==> config.mk <==
export PLATFORM = sky130hd
export DESIGN_NAME = tape_bit_serial_rw
export DESIGN_NICKNAME = d
export VERILOG_FILES = /design/src/hdl/tape_rw_pkg.sv /design/src/hdl/tape_bit_serial_rw.sv
export SDC_FILE = /design/constraint.sdc
export NUM_CORES = 1
export LEC_CHECK = 0
export ABC_AREA = 1
export BUFFER_PORTS_ARGS = -buffer_cell sky130_fd_sc_hd__buf_4
export CAP_MARGIN = 15
export CORE_MARGIN = 10
export CORE_UTILIZATION = 52
export CTS_CLUSTER_SIZE = 10
export DETAILED_ROUTE_END_ITERATION = 8
export GPL_ROUTABILITY_DRIVEN = 0
export PLACE_DENSITY = 0.73
export SETUP_SLACK_MARGIN = 0.5
export SYNTH_ARGS = -nofsm -noshare
export SYNTH_HDL_FRONTEND = slang
export SYNTH_SLANG_ARGS = --single-unit
==> constraint.sdc <==
create_clock -name pclk -period 2.78 [get_ports pclk]
set_input_delay 0.139 -clock pclk [delete_from_list [all_inputs] [get_ports pclk]]
set_output_delay 0.139 -clock pclk [all_outputs]
set_load 0.1 [all_outputs]
==> src/hdl/tape_rw_pkg.sv <==
// Constants, register map and state types for the tape bit-serial read/write block.
// Assumes a 125 MHz APB clock and drive-side pins that are already at logic levels.
// How it works
// - A data-register write captures one byte, then sends its 8 bits serially.
// - Write shift clock is divided from tape base clock, with a test-point copy.
// - Shift register latches on the load strobe, then shifts eight times on clock rises.
// - Each read bit pulse shifts one bit in; the byte is read as 8 parallel bits.
// - Gap timer, restarted by read bits, expires after 40 us of silence.
// - Byte-in-progress is low while a byte is read, high once it is loaded.
// - Four consecutive gaps flag record end, eight flag file end; data start is flagged.
// - 32 ms search timer, cleared by strobe, restarted by byte activity, flags file gap.
// - Gap trigger starts a 40 us delay that reports expiry, usable as a timer.
// - Write current only in write mode; read pulses suppressed in write mode.
// - A written one toggles the ones-track flop, a zero the zeros-track flop.
// - Write current is blocked while the write protect switch is low.
// - Write current is blocked while restart hold is low.
// - Copy inhibit follows the control register copy bit; firmware parks the beam first.
// - Each flux reversal yields a 1 us read pulse; a flop records which track.

package tape_rw_pkg;

  // ---------------------------------------------------------------
  // Timing
  // ---------------------------------------------------------------
  localparam int CLK_MHZ = 125;
  localparam int GAP_US = 40;
  localparam int GAP_CYC = GAP_US * CLK_MHZ;
  localparam int DELAY_US = 40;
  localparam int DELAY_CYC = DELAY_US * CLK_MHZ;
  localparam int SEARCH_MS = 32;
  localparam int SEARCH_CYC = SEARCH_MS * 1000 * CLK_MHZ;
  localparam int PULSE_US = 1;
  localparam int PULSE_CYC = PULSE_US * CLK_MHZ;
  localparam int GAP_W = 13;
  localparam int SEARCH_W = 22;
  localparam int PULSE_W = 7;
  localparam int WCLK_DIV = 1;
  localparam int BYTE_BITS = 8;
  localparam int RECORD_GAPS = 4;
  localparam int FILE_GAPS = 8;

  // ---------------------------------------------------------------
  // Register map
  // ---------------------------------------------------------------
  localparam logic [11:0] CTRL_OFF = 12'h000;
  localparam logic [11:0] WDATA_OFF = 12'h004;
  localparam logic [11:0] STROBE_OFF = 12'h008;
  localparam logic [11:0] STATUS_OFF = 12'h00C;
  localparam logic [11:0] RDATA_OFF = 12'h010;
  localparam int CTRL_MODE = 0;
  localparam int CTRL_GSEL = 1;
  localparam int CTRL_COPY = 2;
  localparam int CTRL_MOTION = 3;
  localparam int STB_TRIG = 0;
  localparam int STB_SRCH = 1;

  // ---------------------------------------------------------------
  // Types
  // ---------------------------------------------------------------
  typedef enum logic [0:0] {W_IDLE, W_SHIFT} wr_state_t;

  typedef struct packed {
    logic pready;
    logic pslverr;
    logic [31:0] prdata;
    logic mode_n;
    logic gsel;
    logic copy;
    logic motion;
    logic base_prev;
    logic [7:0] div_cnt;
    logic wclk;
    logic wclk_tp;
    wr_state_t wst;
    logic [7:0] wlast;
    logic [7:0] wsh;
    logic [3:0] wbits;
    logic wser;
    logic ones;
    logic zeros;
    logic wcur;
    logic [2:0] s_one;
    logic [2:0] s_zero;
    logic [PULSE_W-1:0] pcnt;
    logic rclk;
    logic rval;
    logic [7:0] rsh;
    logic [3:0] rbits;
    logic [7:0] rbyte;
    logic bip;
    logic [GAP_W-1:0] gcnt;
    logic gap_seen;
    logic [3:0] intercharacter_gap;
    logic rec_mark;
    logic file_mark;
    logic data_begin;
    logic [SEARCH_W-1:0] scnt;
    logic fgf;
    logic [GAP_W-1:0] dcnt;
    logic drun;
    logic dexp;
  } state_t;

endpackage

==> src/hdl/tape_bit_serial_rw.sv <==
// Tape bit-serial read/write logic with an APB3 register slave.
// Assumes read pulse pins are asynchronous; all other inputs are synchronous to pclk.
//
// The implementer's own choices: the placing of the registers and the APB interface to the registers.
`timescale 1ns/10ps

module tape_bit_serial_rw #(
  parameter int GAP_CYC = tape_rw_pkg::GAP_CYC,
  parameter int DELAY_CYC = tape_rw_pkg::DELAY_CYC,
  parameter int SEARCH_CYC = tape_rw_pkg::SEARCH_CYC
) (
  // Clock and reset
  input wire logic pclk,
  input wire logic presetn,
  // APB slave
  input wire logic psel,
  input wire logic penable,
  input wire logic pwrite,
  input wire logic [11:0] paddr,
  input wire logic [31:0] pwdata,
  output logic [31:0] prdata,
  output logic pready,
  output logic pslverr,
  // Drive side inputs
  input wire logic tape_base_clock,
  input wire logic read_ones_pulse,
  input wire logic read_zeros_pulse,
  input wire logic write_protect_switch,
  input wire logic restart_hold_n,
  // Drive side outputs
  output logic write_shift_clock,
  output logic write_shift_clock_tp,
  output logic write_serial_data,
  output logic ones_track_head,
  output logic zeros_track_head,
  output logic write_current_en,
  output logic write_mode_n,
  output logic copy_inhibit,
  output logic read_bit_clock,
  output logic read_bit_value
);

  localparam tape_rw_pkg::state_t RESET_STATE = '{
    mode_n: 1'b1, bip: 1'b1, wst: tape_rw_pkg::W_IDLE, default: '0};

  tape_rw_pkg::state_t s_reg;
  tape_rw_pkg::state_t s_next;

  logic access;
  logic done;
  logic wr_done;
  logic load;
  logic trig;
  logic srch_clr;
  logic base_rise;
  logic wclk_rise;
  logic edge_one;
  logic edge_zero;
  logic rd_en;
  logic bit_take;
  logic bit_in;
  logic [7:0] rsh_new;
  logic gap_exp;
  logic srch_exp;
  logic dly_exp;
  logic [31:0] rd_word;
  logic hit;

  // ---------------------------------------------------------------
  // Outputs
  // ---------------------------------------------------------------
  assign prdata = s_reg.prdata;
  assign pready = s_reg.pready;
  assign pslverr = s_reg.pslverr;
  assign write_shift_clock = s_reg.wclk;
  assign write_shift_clock_tp = s_reg.wclk_tp;
  assign write_serial_data = s_reg.wser;
  assign ones_track_head = s_reg.ones;
  assign zeros_track_head = s_reg.zeros;
  assign write_current_en = s_reg.wcur;
  assign write_mode_n = s_reg.mode_n;
  assign copy_inhibit = s_reg.copy;
  assign read_bit_clock = s_reg.rclk;
  assign read_bit_value = s_reg.rval;

  // ---------------------------------------------------------------
  // Bus decode
  // ---------------------------------------------------------------
  assign access = psel && penable && !s_reg.pready;
  assign done = psel && penable && s_reg.pready;
  assign wr_done = done && pwrite && !s_reg.pslverr;
  assign trig = wr_done && (paddr == tape_rw_pkg::STROBE_OFF) && pwdata[tape_rw_pkg::STB_TRIG];
  assign srch_clr = wr_done && (paddr == tape_rw_pkg::STROBE_OFF) && pwdata[tape_rw_pkg::STB_SRCH];
  assign load = wr_done && (paddr == tape_rw_pkg::WDATA_OFF) && (s_reg.wst == tape_rw_pkg::W_IDLE)
    && !(s_reg.drun && s_reg.gsel);

  always_comb begin
    hit = 1'b1;
    rd_word = 32'h0000_0000;
    case (paddr)
      tape_rw_pkg::CTRL_OFF: begin
        rd_word[3:0] = {s_reg.motion, s_reg.copy, s_reg.gsel, ~s_reg.mode_n};
      end
      tape_rw_pkg::WDATA_OFF: begin
        rd_word[7:0] = s_reg.wlast;
      end
      tape_rw_pkg::STROBE_OFF: begin
        rd_word = 32'h0000_0000;
      end
      tape_rw_pkg::STATUS_OFF: begin
        rd_word[8:0] = {s_reg.drun, (s_reg.wst == tape_rw_pkg::W_SHIFT), s_reg.gap_seen, s_reg.dexp,
          s_reg.fgf, s_reg.data_begin, s_reg.file_mark, s_reg.rec_mark, s_reg.bip};
      end
      tape_rw_pkg::RDATA_OFF: begin
        rd_word[7:0] = s_reg.rbyte;
      end
      default: begin
        hit = 1'b0;
      end
    endcase
  end

  // ---------------------------------------------------------------
  // Event terms
  // ---------------------------------------------------------------
  assign base_rise = tape_base_clock && !s_reg.base_prev;
  assign wclk_rise = base_rise && (s_reg.div_cnt == 8'(tape_rw_pkg::WCLK_DIV - 1)) && !s_reg.wclk;
  assign edge_one = s_reg.s_one[1] && !s_reg.s_one[2];
  assign edge_zero = s_reg.s_zero[1] && !s_reg.s_zero[2];
  assign rd_en = s_reg.mode_n && s_reg.motion;
  assign bit_take = rd_en && !s_reg.rclk && (edge_one || edge_zero);
  assign bit_in = edge_one;
  assign rsh_new = {s_reg.rsh[6:0], bit_in};
  assign gap_exp = rd_en && !bit_take && (s_reg.gcnt == tape_rw_pkg::GAP_W'(GAP_CYC - 1));
  assign srch_exp = s_reg.bip && (s_reg.scnt == tape_rw_pkg::SEARCH_W'(SEARCH_CYC - 2));
  assign dly_exp = s_reg.drun && (s_reg.dcnt == tape_rw_pkg::GAP_W'(DELAY_CYC - 1));

  // ---------------------------------------------------------------
  // Next state
  // ---------------------------------------------------------------
  always_comb begin
    s_next = s_reg;

    // APB: one wait state, then completion
    if (access) begin
      s_next.pready = 1'b1;
      s_next.pslverr = !hit || (pwrite && (paddr == tape_rw_pkg::STATUS_OFF || paddr == tape_rw_pkg::RDATA_OFF));
      s_next.prdata = (pwrite || !hit) ? 32'h0000_0000 : rd_word;
    end else if (done) begin
      s_next.pready = 1'b0;
      s_next.pslverr = 1'b0;
    end
    if (wr_done && paddr == tape_rw_pkg::CTRL_OFF) begin
      s_next.mode_n = !pwdata[tape_rw_pkg::CTRL_MODE];
      s_next.gsel = pwdata[tape_rw_pkg::CTRL_GSEL];
      s_next.copy = pwdata[tape_rw_pkg::CTRL_COPY];
      s_next.motion = pwdata[tape_rw_pkg::CTRL_MOTION];
    end

    // Write clock divided from base clock
    s_next.base_prev = tape_base_clock;
    if (base_rise) begin
      if (s_reg.div_cnt == 8'(tape_rw_pkg::WCLK_DIV - 1)) begin
        s_next.div_cnt = 8'h00;
        s_next.wclk = !s_reg.wclk;
        s_next.wclk_tp = !s_reg.wclk;
      end else begin
        s_next.div_cnt = s_reg.div_cnt + 8'h01;
      end
    end

    // Write current gating
    s_next.wcur = !s_reg.mode_n && write_protect_switch && restart_hold_n;

    // Write serialiser
    case (s_reg.wst)
      tape_rw_pkg::W_IDLE: begin
        if (load) begin
          s_next.wlast = pwdata[7:0];
          s_next.wsh = pwdata[7:0];
          s_next.wbits = 4'(tape_rw_pkg::BYTE_BITS);
          s_next.wst = tape_rw_pkg::W_SHIFT;
        end
      end
      tape_rw_pkg::W_SHIFT: begin
        if (wclk_rise) begin
          s_next.wser = s_reg.wsh[7];
          s_next.wsh = {s_reg.wsh[6:0], 1'b0};
          s_next.wbits = s_reg.wbits - 4'h1;
          if (s_reg.wcur && s_reg.wsh[7]) begin
            s_next.ones = !s_reg.ones;
          end else if (s_reg.wcur) begin
            s_next.zeros = !s_reg.zeros;
          end
          if (s_reg.wbits == 4'h1) begin
            s_next.wst = tape_rw_pkg::W_IDLE;
          end
        end
      end
      default: begin
        s_next.wst = tape_rw_pkg::W_IDLE;
      end
    endcase

    // Read pulse synchronisers
    s_next.s_one = {s_reg.s_one[1:0], read_ones_pulse};
    s_next.s_zero = {s_reg.s_zero[1:0], read_zeros_pulse};

    // Read bit pulse, 1 us long
    if (bit_take) begin
      s_next.rclk = 1'b1;
      s_next.rval = bit_in;
      s_next.pcnt = tape_rw_pkg::PULSE_W'(tape_rw_pkg::PULSE_CYC - 1);
    end else if (s_reg.rclk) begin
      if (s_reg.pcnt == '0) begin
        s_next.rclk = 1'b0;
      end else begin
        s_next.pcnt = s_reg.pcnt - 1'b1;
      end
    end
    if (!rd_en) begin
      s_next.rclk = 1'b0;
    end

    // Deserialiser and bit counter
    if (bit_take) begin
      s_next.rsh = rsh_new;
      s_next.gcnt = '0;
      s_next.rec_mark = 1'b0;
      s_next.file_mark = 1'b0;
      s_next.gap_seen = 1'b0;
      s_next.data_begin = s_reg.gap_seen || s_reg.data_begin;
      if (s_reg.rbits == 4'(tape_rw_pkg::BYTE_BITS - 1)) begin
        s_next.rbyte = rsh_new;
        s_next.rbits = 4'h0;
        s_next.bip = 1'b1;
        s_next.intercharacter_gap = 4'h0;
      end else begin
        s_next.rbits = s_reg.rbits + 4'h1;
        s_next.bip = 1'b0;
      end
    end else if (!rd_en) begin
      s_next.gcnt = '0;
    end else if (gap_exp) begin
      s_next.gcnt = '0;
      s_next.gap_seen = 1'b1;
      s_next.data_begin = 1'b0;
      s_next.rbits = 4'h0;
      s_next.bip = 1'b1;
      if (s_reg.intercharacter_gap != 4'(tape_rw_pkg::FILE_GAPS)) begin
        s_next.intercharacter_gap = s_reg.intercharacter_gap + 4'h1;
      end
      if (s_reg.intercharacter_gap == 4'(tape_rw_pkg::RECORD_GAPS - 1)) begin
        s_next.rec_mark = 1'b1;
      end
      if (s_reg.intercharacter_gap == 4'(tape_rw_pkg::FILE_GAPS - 1)) begin
        s_next.file_mark = 1'b1;
      end
    end else begin
      s_next.gcnt = s_reg.gcnt + 1'b1;
    end

    // File gap search timer, set wins over clear
    if (srch_clr || !s_reg.bip) begin
      s_next.scnt = '0;
    end else if (s_reg.scnt != tape_rw_pkg::SEARCH_W'(SEARCH_CYC - 1)) begin
      s_next.scnt = s_reg.scnt + 1'b1;
    end
    if (srch_exp) begin
      s_next.fgf = 1'b1;
    end else if (srch_clr) begin
      s_next.fgf = 1'b0;
    end

    // Gap trigger delay, a restart wins over expiry but the expiry flag still sets
    if (trig) begin
      s_next.dcnt = '0;
      s_next.drun = 1'b1;
    end else if (dly_exp) begin
      s_next.drun = 1'b0;
    end else if (s_reg.drun) begin
      s_next.dcnt = s_reg.dcnt + 1'b1;
    end
    if (dly_exp) begin
      s_next.dexp = 1'b1;
    end else if (trig) begin
      s_next.dexp = 1'b0;
    end
  end

  // ---------------------------------------------------------------
  // State register
  // ---------------------------------------------------------------
  always_ff @(posedge pclk or negedge presetn) begin
    if (!presetn) begin
      s_reg <= RESET_STATE;
    end else begin
      s_reg <= s_next;
    end
  end

endmodule // tape_bit_serial_rw

==> metrics.yaml, run 1 <==
fmax_mhz: 552.8
status: "finished clean"
wirelength_um: 15960
start_kind: "register"
critPathMaxFanout: 15
period_share: 0.6507
ys_ff_latch: 143
io_buffers: 50
finalSetupViolCount: 0
die_y_um: 141.7
cts_tree: "done"
synth.avg_cell_area_um2: 8.087
synthCells: 952
power_mw: 4.939
cts_buffers: 17
drc: 0
hold_violations: 0
ant_nets: 0
layout_min_cycle_time_ns: 1.809
holdCritPathClass: "in2reg"
track_usage: 0.1631
syn_to_final_growth_pct: 14.63
dr.pass1.iters: 5
power.leakage_nw: 4.402
post_cts_buffers: 0
tns_ns: 0
power_density_nw_per_um2: 559.7
core_area_um2: 14530
largest_reg_flops: 113
tightestPinTransition_ns: 0.6576
nNetsFinal: 1083
arrival_ns: 2.12
relSlewSlack: 0.5600
clkTransAtPathRegs_ns: 0.06
ys_seq_area_frac: 0.4651
clock-sinks: 143
vias: 6106
slew_viol_final: 0
dp_hpwl_um: 11460
mostFrequentLayoutCells: "nand2_1 (230), dfrtp_1 (141), inv_1 (109), nand3_1 (95), nor2_1 (87)"
clk_latency_ns: 0.42
grt_pass1_vias: 5760
grt_pass1_wl_um: 26990
cts_buffer_depth: 2
antenna_found_initial: 0
clockRootBuffer: "clkbuf_16"
syn_area_um2: 7699
io_pins: 98
crit_type: "reg2reg"
die_width_um: 141.7
routed_via_density: 5.034
drtIter0Drc: 388
ys_types: 44
ir_drop_v: 0.0005098
cp.required_ns: 3.09
rows: 44
yosysWarnings: 0
end_kind: "register"
start_util: 0.5297
dieArea_um2: 20070
rsz0062_at_grt: "false"
drv_cap: 0
grt_max_degree: 61
drive_gt1_frac: 0.1448
diodes: 0
grt_overflow_total: 0
r2r_setup_slack_ns: 0.97
ctsHtreeMaxLevel: 4
routed_wire_length_per_instance_um: 13.16
clock_skew_ns: 0.008491
final_common_cell: "nand2_1"
-- Yosys cell counts (all sizes together) --
| cell type | instances | area, um^2 |
|---|---|---|
| nand2 | 242 | 982.2 |
| dfrtp | 141 | 3528 |
| inv | 121 | 459.2 |
| nor2 | 108 | 501.7 |
| nand3 | 101 | 550.5 |
| o21ai | 56 | 295.3 |
| buf | 42 | 307.8 |
| nand4 | 27 | 175.2 |
| nor3 | 26 | 156.4 |
| xor2 | 23 | 201.4 |
| a21oi | 15 | 75.07 |
| ha | 13 | 162.7 |
| o31ai | 5 | 37.54 |
| xnor2 | 5 | 43.79 |
| clkinv | 4 | 15.01 |
| nand3b | 4 | 30.03 |
| o22ai | 4 | 25.02 |
| mux2 | 3 | 33.78 |
| nor3b | 3 | 27.52 |
| clkbuf | 2 | 7.510 |
| dfstp | 2 | 52.55 |
| nor4 | 2 | 12.51 |
| a31oi | 1 | 6.260 |
| conb | 1 | 3.750 |
| o21a | 1 | 7.510 |
-- timing repair --
item / CTS / global route
resized for setup: 0 / 0
hold buffers: 14 / 0
hold endpoints to repair: 78 / 0
endpoints found under the setup margin: 0 / 0
-- final timing paths --
check,start,end,cells after the start
max,write_mode_n$_DFFE_PN1P_,s_reg[44]$_DFFE_PN0P_,9
min,penable,pready$_DFFE_PN0P_,4
max reg2reg,write_mode_n$_DFFE_PN1P_,s_reg[44]$_DFFE_PN0P_,9
min reg2reg,s_next[90]$_DFF_PN0_,s_next[91]$_DFF_PN0_,0
max in group asynchronous,presetn,s_reg[54]$_DFF_PN0_,3
min in group asynchronous,presetn,s_reg[35]$_DFFE_PN0P_,2
-- worst max-delay path, cell delays in order, from the launching register on --
cell,delay [ns]
dfstp_2,0.58
nand2_1,0.15
nor2_2,0.15
nand2_2,0.14
nor2_2,0.14
inv_2,0.13
nand2_2,0.14
nand3_2,0.12
nand2_1,0.09
nand2_1,0.05
-- power by group --
group	switching [mW]	internal [mW]
sequential	0.0710	2.15
combinational	0.382	0.119
clock	0.958	1.26
-- routing by layer --
metal | vias to the layer above | share of wire | GRT usage
met3 | 14 | 0.044 | 0.04172
met4 | 0 | 0.012 | 0.05810
li1 | 3139 | - | -
met5 | - | 0 | 0
met2 | 106 | 0.47 | 0.2572
met1 | 2847 | 0.47 | 0.2124
-- area by class of cell --
class                           count  area, um^2
Clock inverter                     15       148.9
Sequential cell                   143        3581
Tap cell                          184       230.2
Multi-Input combinational cell    662        3411
Timing Repair Buffer               67       554.3
Fill cell                        1275        5709
Inverter                          125       474.2
Clock buffer                       17       425.4
-- metrics by stage --
stage                 util  area [um^2]  hold WS (ns)  cells  worst slack (ns)
finish              0.6072         8825       0.04418   1213            0.9710
global route        0.6072         8825       0.06862   1213            0.8199
CTS                 0.6072         8825       0.02332   1213            0.9664
detailed placement  0.5580         8110        0.1475   1167            0.9851
global placement    0.5580         8110        0.1468   1167             1.003
floorplan                -         7781       -0.1566    974            0.8532
-- cell families after synthesis --
group / count (synthesis) / synth area share
AOI/OAI and AO/OA: 82 / 0.05802
xor gates and xnor gates: 28 / 0.03185
adders and majority gates: 13 / 0.02113
buffers and inverters: 169 / 0.1026
DFF: 143 / 0.4651
muxes: 3 / 0.004388
other: 1 / 0.0004871
and+or+nand+nor: 513 / 0.3164
No activity file was read; power rests on OpenSTA's default activity.
==> run 2: changes to the inputs <==
==> constraint.sdc (replaced) <==
create_clock -name pclk -period 1.85 [get_ports pclk]
set_input_delay 0.0925 -clock pclk [delete_from_list [all_inputs] [get_ports pclk]]
set_output_delay 0.0925 -clock pclk [all_outputs]
set_load 0.1 [all_outputs]
==> metrics.yaml, run 2 (synthesized netlist as in run 1, its figures left out) <==
clock-sinks: 143
arrival_ns: 1.97
crit_type: "reg2reg"
status: "finished clean"
clkTransAtPathRegs_ns: 0.07
place_ws_ns: 0.1418
clk_latency_ns: 0.44
die_y_um: 141.7
cts_buffer_depth: 2
grt_pass1_vias: 6980
routed_wire_length_per_instance_um: 17.09
dpl.cell_count: 1176
ant_nets: 0
ctsHtreeMaxLevel: 4
cp.required_ns: 2.21
hold_violations: 0
clockRootBuffer: "clkbuf_16"
routed_via_density: 5.509
antenna_found_initial: 0
period_share: 0.8723
drc: 0
critPathMaxFanout: 4
ir_drop_v: 0.0007217
largest_reg_flops: 113
final_cell_count_no_fill: 1333
io_pins: 98
vias: 7343
fmax_mhz: 619.7
die_width_um: 141.7
holdCritPathClass: "in2reg"
dp_hpwl_um: 11950
rows: 44
dr.pass1.iters: 5
diodes: 0
tns_ns: 0
layout_min_cycle_time_ns: 1.614
setup_slack_ns: 0.2362
grt_max_degree: 57
drv_cap: 0
cts_buffers: 17
clock_skew_ns: 0.009057
rsz0062_at_grt: "true"
final_common_cell: "nand2_1"
core_area_um2: 14530
start_util: 0.5297
track_usage: 0.1978
grt_pass1_wl_um: 32880
grt_overflow_total: 0
wirelength_um: 22780
drive_gt1_frac: 0.3925
finalSetupViolCount: 0
n_fill_cell: 881
cts_tree: "done"
io_buffers: 50
power.leakage_nw: 5.337
nNetsFinal: 1203
slew_viol_final: 0
end_kind: "register"
syn_to_final_growth_pct: 43.43
mostFrequentLayoutCells: "nand2_1 (174), dfrtp_1 (132), buf_4 (120), inv_1 (96), nand3_1 (69)"
start_kind: "register"
power_density_nw_per_um2: 713.4
drtIter0Drc: 661
dieArea_um2: 20070
## run 2: metal layers
metal	track usage	vias to the layer above	wire length (um)
li1	-	3402	-
met1	0.2301	3586	8824
met2	0.3402	283	12060
met3	0.04973	72	1197
met4	0.08015	0	701
met5	0	-	0
## run 2: report_power, final
group	total, mW	switching (mW)	internal (mW)
clock network	3.53	1.43	2.10
registers	3.36	0.118	3.24
logic	0.992	0.687	0.305
total	7.88	2.23	5.65
## run 2: layout make-up
class,count,area [um^2],share of cell area
repair buffers,180,1679,0.1521
clock buffers,21,470.5,0.04261
well taps,184,230.2,0.02085
repair inverters,3,21.27,0.001926
multi-input cells,666,4394,0.3980
clock inverters,11,131.4,0.01190
inverters,125,514.2,0.04657
flip-flops and latches,143,3601,0.3261
## run 2: what timing repair did
| item | 4_1_cts | 5_1_grt |
|---|---|---|
| gates cloned | 6 | 3 |
| buffers inserted | 62 | 40 |
| hold endpoints to repair | 163 | 0 |
| setup endpoints to repair | 113 | 131 |
| pin swaps | 42 | 61 |
| resized for setup | 125 | 151 |
| hold buffers | 14 | 0 |
## run 2: final timing paths
check | from | depth (start not counted) | end | slack (ns)
min in group asynchronous | presetn | 2 | s_reg[128]$_DFFE_PN0N_ | 0.08
setup reg to reg | s_reg[123]$_DFFE_PN0N_ | 10 | zeros_track_head$_DFFE_PN0P_ | 0.24
max in group asynchronous | presetn | 3 | pready$_DFFE_PN0P_ | 1.07
setup / recovery | s_reg[123]$_DFFE_PN0N_ | 10 | zeros_track_head$_DFFE_PN0P_ | 0.24
hold reg to reg | s_next[90]$_DFF_PN0_ | 0 | s_next[91]$_DFF_PN0_ | 0.35
hold / removal | penable | 4 | pready$_DFFE_PN0P_ | 0.04
## run 2: critical path: stages, from the launching register on
cell	delay [ns]
dfrtp_1	0.40
inv_2	0.08
ha_4	0.12
nand3_2	0.07
nor2_2	0.12
nand2_2	0.10
inv_4	0.10
buf_12	0.11
nand3_4	0.12
nor2_4	0.15
xor2_1	0.17
## run 2: per-stage QoR
step	hold slack (ns)	util	cell area (um^2)	power, mW
finish	0.03688	0.7597	11040	7.878
global route	0.06541	0.7597	11040	8.121
CTS	0.03176	0.6978	10140	7.741
detailed placement	-0.02476	0.5746	8351	4.159
global placement	-0.02710	0.5746	8351	4.150
floorplan	-0.2031	-	7955	3.975
==> run 3: changes to the inputs <==
--- a/config.mk
+++ b/config.mk
@@ -13,7 +13,8 @@
 export CTS_CLUSTER_SIZE = 10
 export DETAILED_ROUTE_END_ITERATION = 8
 export GPL_ROUTABILITY_DRIVEN = 0
-export PLACE_DENSITY = 0.73
+export GPL_TIMING_DRIVEN = 0
+export PLACE_DENSITY = 0.72
 export SETUP_SLACK_MARGIN = 0.5
 export SYNTH_ARGS = -nofsm -noshare
 export SYNTH_HDL_FRONTEND = slang
==> metrics.yaml, run 3 (synthesized netlist as in run 1, its figures left out) <==
status: "finished clean"
diodes: 0
start_util: 0.5297
fmax_mhz: 577.2
io_pins: 98
n_fill_cell: 870
hold_violations: 0
arrival_ns: 2.10
multi_input_comb_area_um2: 4646
vias: 7545
power_density_nw_per_um2: 669.5
r2r_end: "s_reg[109]$_DFFE_PN0P_"
clkTransAtPathRegs_ns: 0.07
finalSetupViolCount: 0
track_usage: 0.2049
slew_viol_final: 0
crit_type: "reg2reg"
wirelength_um: 23880
drtIter0Drc: 547
mostFrequentLayoutCells: "nand2_1 (161), buf_4 (147), dfrtp_1 (130), inv_1 (90), nand3_1 (60)"
routed_via_density: 5.519
end_kind: "register"
clock-sinks: 143
grt_max_degree: 79
cp_slowest_cell: "dfrtp_1"
start_kind: "register"
grt_overflow_total: 0
die_width_um: 141.7
core_area_um2: 14530
grt_pass1_wl_um: 33870
cts_buffers: 17
nNetsFinal: 1237
clockRootBuffer: "clkbuf_16"
min_to: "pready$_DFFE_PN0P_"
tns_ns: 0
period_share: 0.9365
io_buffers: 50
cp.required_ns: 2.22
min_from: "penable"
r2r_setup_slack_ns: 0.12
ir_drop_v: 0.0006492
syn_to_final_growth_pct: 50.92
power.leakage_nw: 5.748
cts_buffer_depth: 2
rr_worst_depth: 11
ant_nets: 0
grt_pass1_vias: 6934
seq_area_um2: 3603
relSlewSlack: 0.5863
rsz0062_at_grt: "true"
reg2reg_from: "s_reg[128]$_DFFE_PN0N_"
drive_gt1_frac: 0.4497
antenna_found_initial: 0
cts_tree: "done"
holdCritPathClass: "in2reg"
largest_reg_flops: 113
rows: 44
critPathMaxFanout: 7
clock_skew_ns: 0.01380
worstHoldPathCells: 4
die_y_um: 141.7
ctsHtreeMaxLevel: 4
tightestPinTransition_ns: 0.6205
path_cells: "nor2_1 > nand2_1 > nor2_4 > nand2_2 > inv_2 > nand3_4 > buf_12 > clkinv_8 > buf_12 > nand2_1 > nand3_2"
dieArea_um2: 20070
layout_min_cycle_time_ns: 1.733
cpPeakStageDelay_ns: 0.41
final_common_cell: "nand2_1"
drv_cap: 0
routed_wire_length_per_instance_um: 17.47
design_area_um2: 11620
drc: 0
hold_slack_ns: 0.05646
dpl_cell_area_um2: 8592
dp_hpwl_um: 12120
dr.pass1.iters: 5
clk_latency_ns: 0.43
-- run 3: cell types whose count changed in the layout (fill, tap and decap cells not counted), sizes merged --
cell,previous run,this run
buf,165,202
clkinvlp,10,4
clkbuf,22,26
clkinv,4,7
nand3,104,101
bufinv,2,1
inv,123,122
nand2,243,244
-- run 3: repair_timing --
action,4_1_cts,5_1_grt
hold endpoints to repair,88,0
buffers inserted,68,35
pin swaps,58,59
gates cloned,9,0
setup endpoints to repair,114,125
hold buffers,14,0
resized for setup,172,194
-- run 3: routing by layer --
layer,vias to the layer above,wire length (um),share of wire,global-route usage
met5,-,0,0,0
met4,0,765,0.032,0.06778
met3,87,1478,0.062,0.05140
met2,336,12540,0.52,0.3497
met1,3672,9101,0.38,0.2466
li1,3450,-,-,-
-- run 3: worst max-delay path by stage --
stage | from | cells after the start | end
finish | s_reg[128]$_DFFE_PN0N_ | 11 | s_reg[109]$_DFFE_PN0P_
global route | s_reg[128]$_DFFE_PN0N_ | 11 | s_reg[109]$_DFFE_PN0P_
CTS | s_reg[122]$_DFFE_PN0N_ | 12 | s_reg[102]$_DFFE_PN0P_
detailed placement | s_reg[16]$_DFFE_PN0P_ | 7 | s_reg[22]$_DFFE_PN0P_
global placement | presetn | 1 | pready$_DFFE_PN0P_
floorplan | write_mode_n$_DFFE_PN1P_ | 9 | s_reg[44]$_DFFE_PN0P_
-- run 3: layout make-up --
cell class | count | share of cell area
plain buffers | 44 | 0.03188
clock buffers | 23 | 0.04200
clock inverters | 9 | 0.007215
inverters | 125 | 0.04641
multi-input cells | 664 | 0.3999
flip-flops and latches | 143 | 0.3101
well taps | 184 | 0.01981
repair buffers | 175 | 0.1427
-- run 3: metrics by stage --
stage | utilization | power [mW] | setup slack [ns] | std cells
after floorplan | - | 3.975 | 0.1711 | 974
after global placement | 0.5890 | 4.173 | -0.1962 | 1208
after detailed placement | 0.5912 | 4.200 | 0.02617 | 1209
after CTS | 0.7281 | 7.602 | 0.2388 | 1332
after global routing | 0.7994 | 8.021 | 0.04250 | 1367
final | 0.7994 | 7.779 | 0.1174 | 1367
-- run 3: worst max-delay path, delay by kind of cell (launching register included) --
kind / cells / cell delay [ns]
buf+inv: 4 / 0.48
flops: 1 / 0.41
simple gates: 7 / 0.79
-- run 3: report_power, final --
| part | switching (mW) | internal (mW) | total (mW) |
|---|---|---|---|
| logic | 0.726 | 0.326 | 1.05 |
| clock network | 1.38 | 1.99 | 3.37 |
| registers | 0.117 | 3.24 | 3.36 |
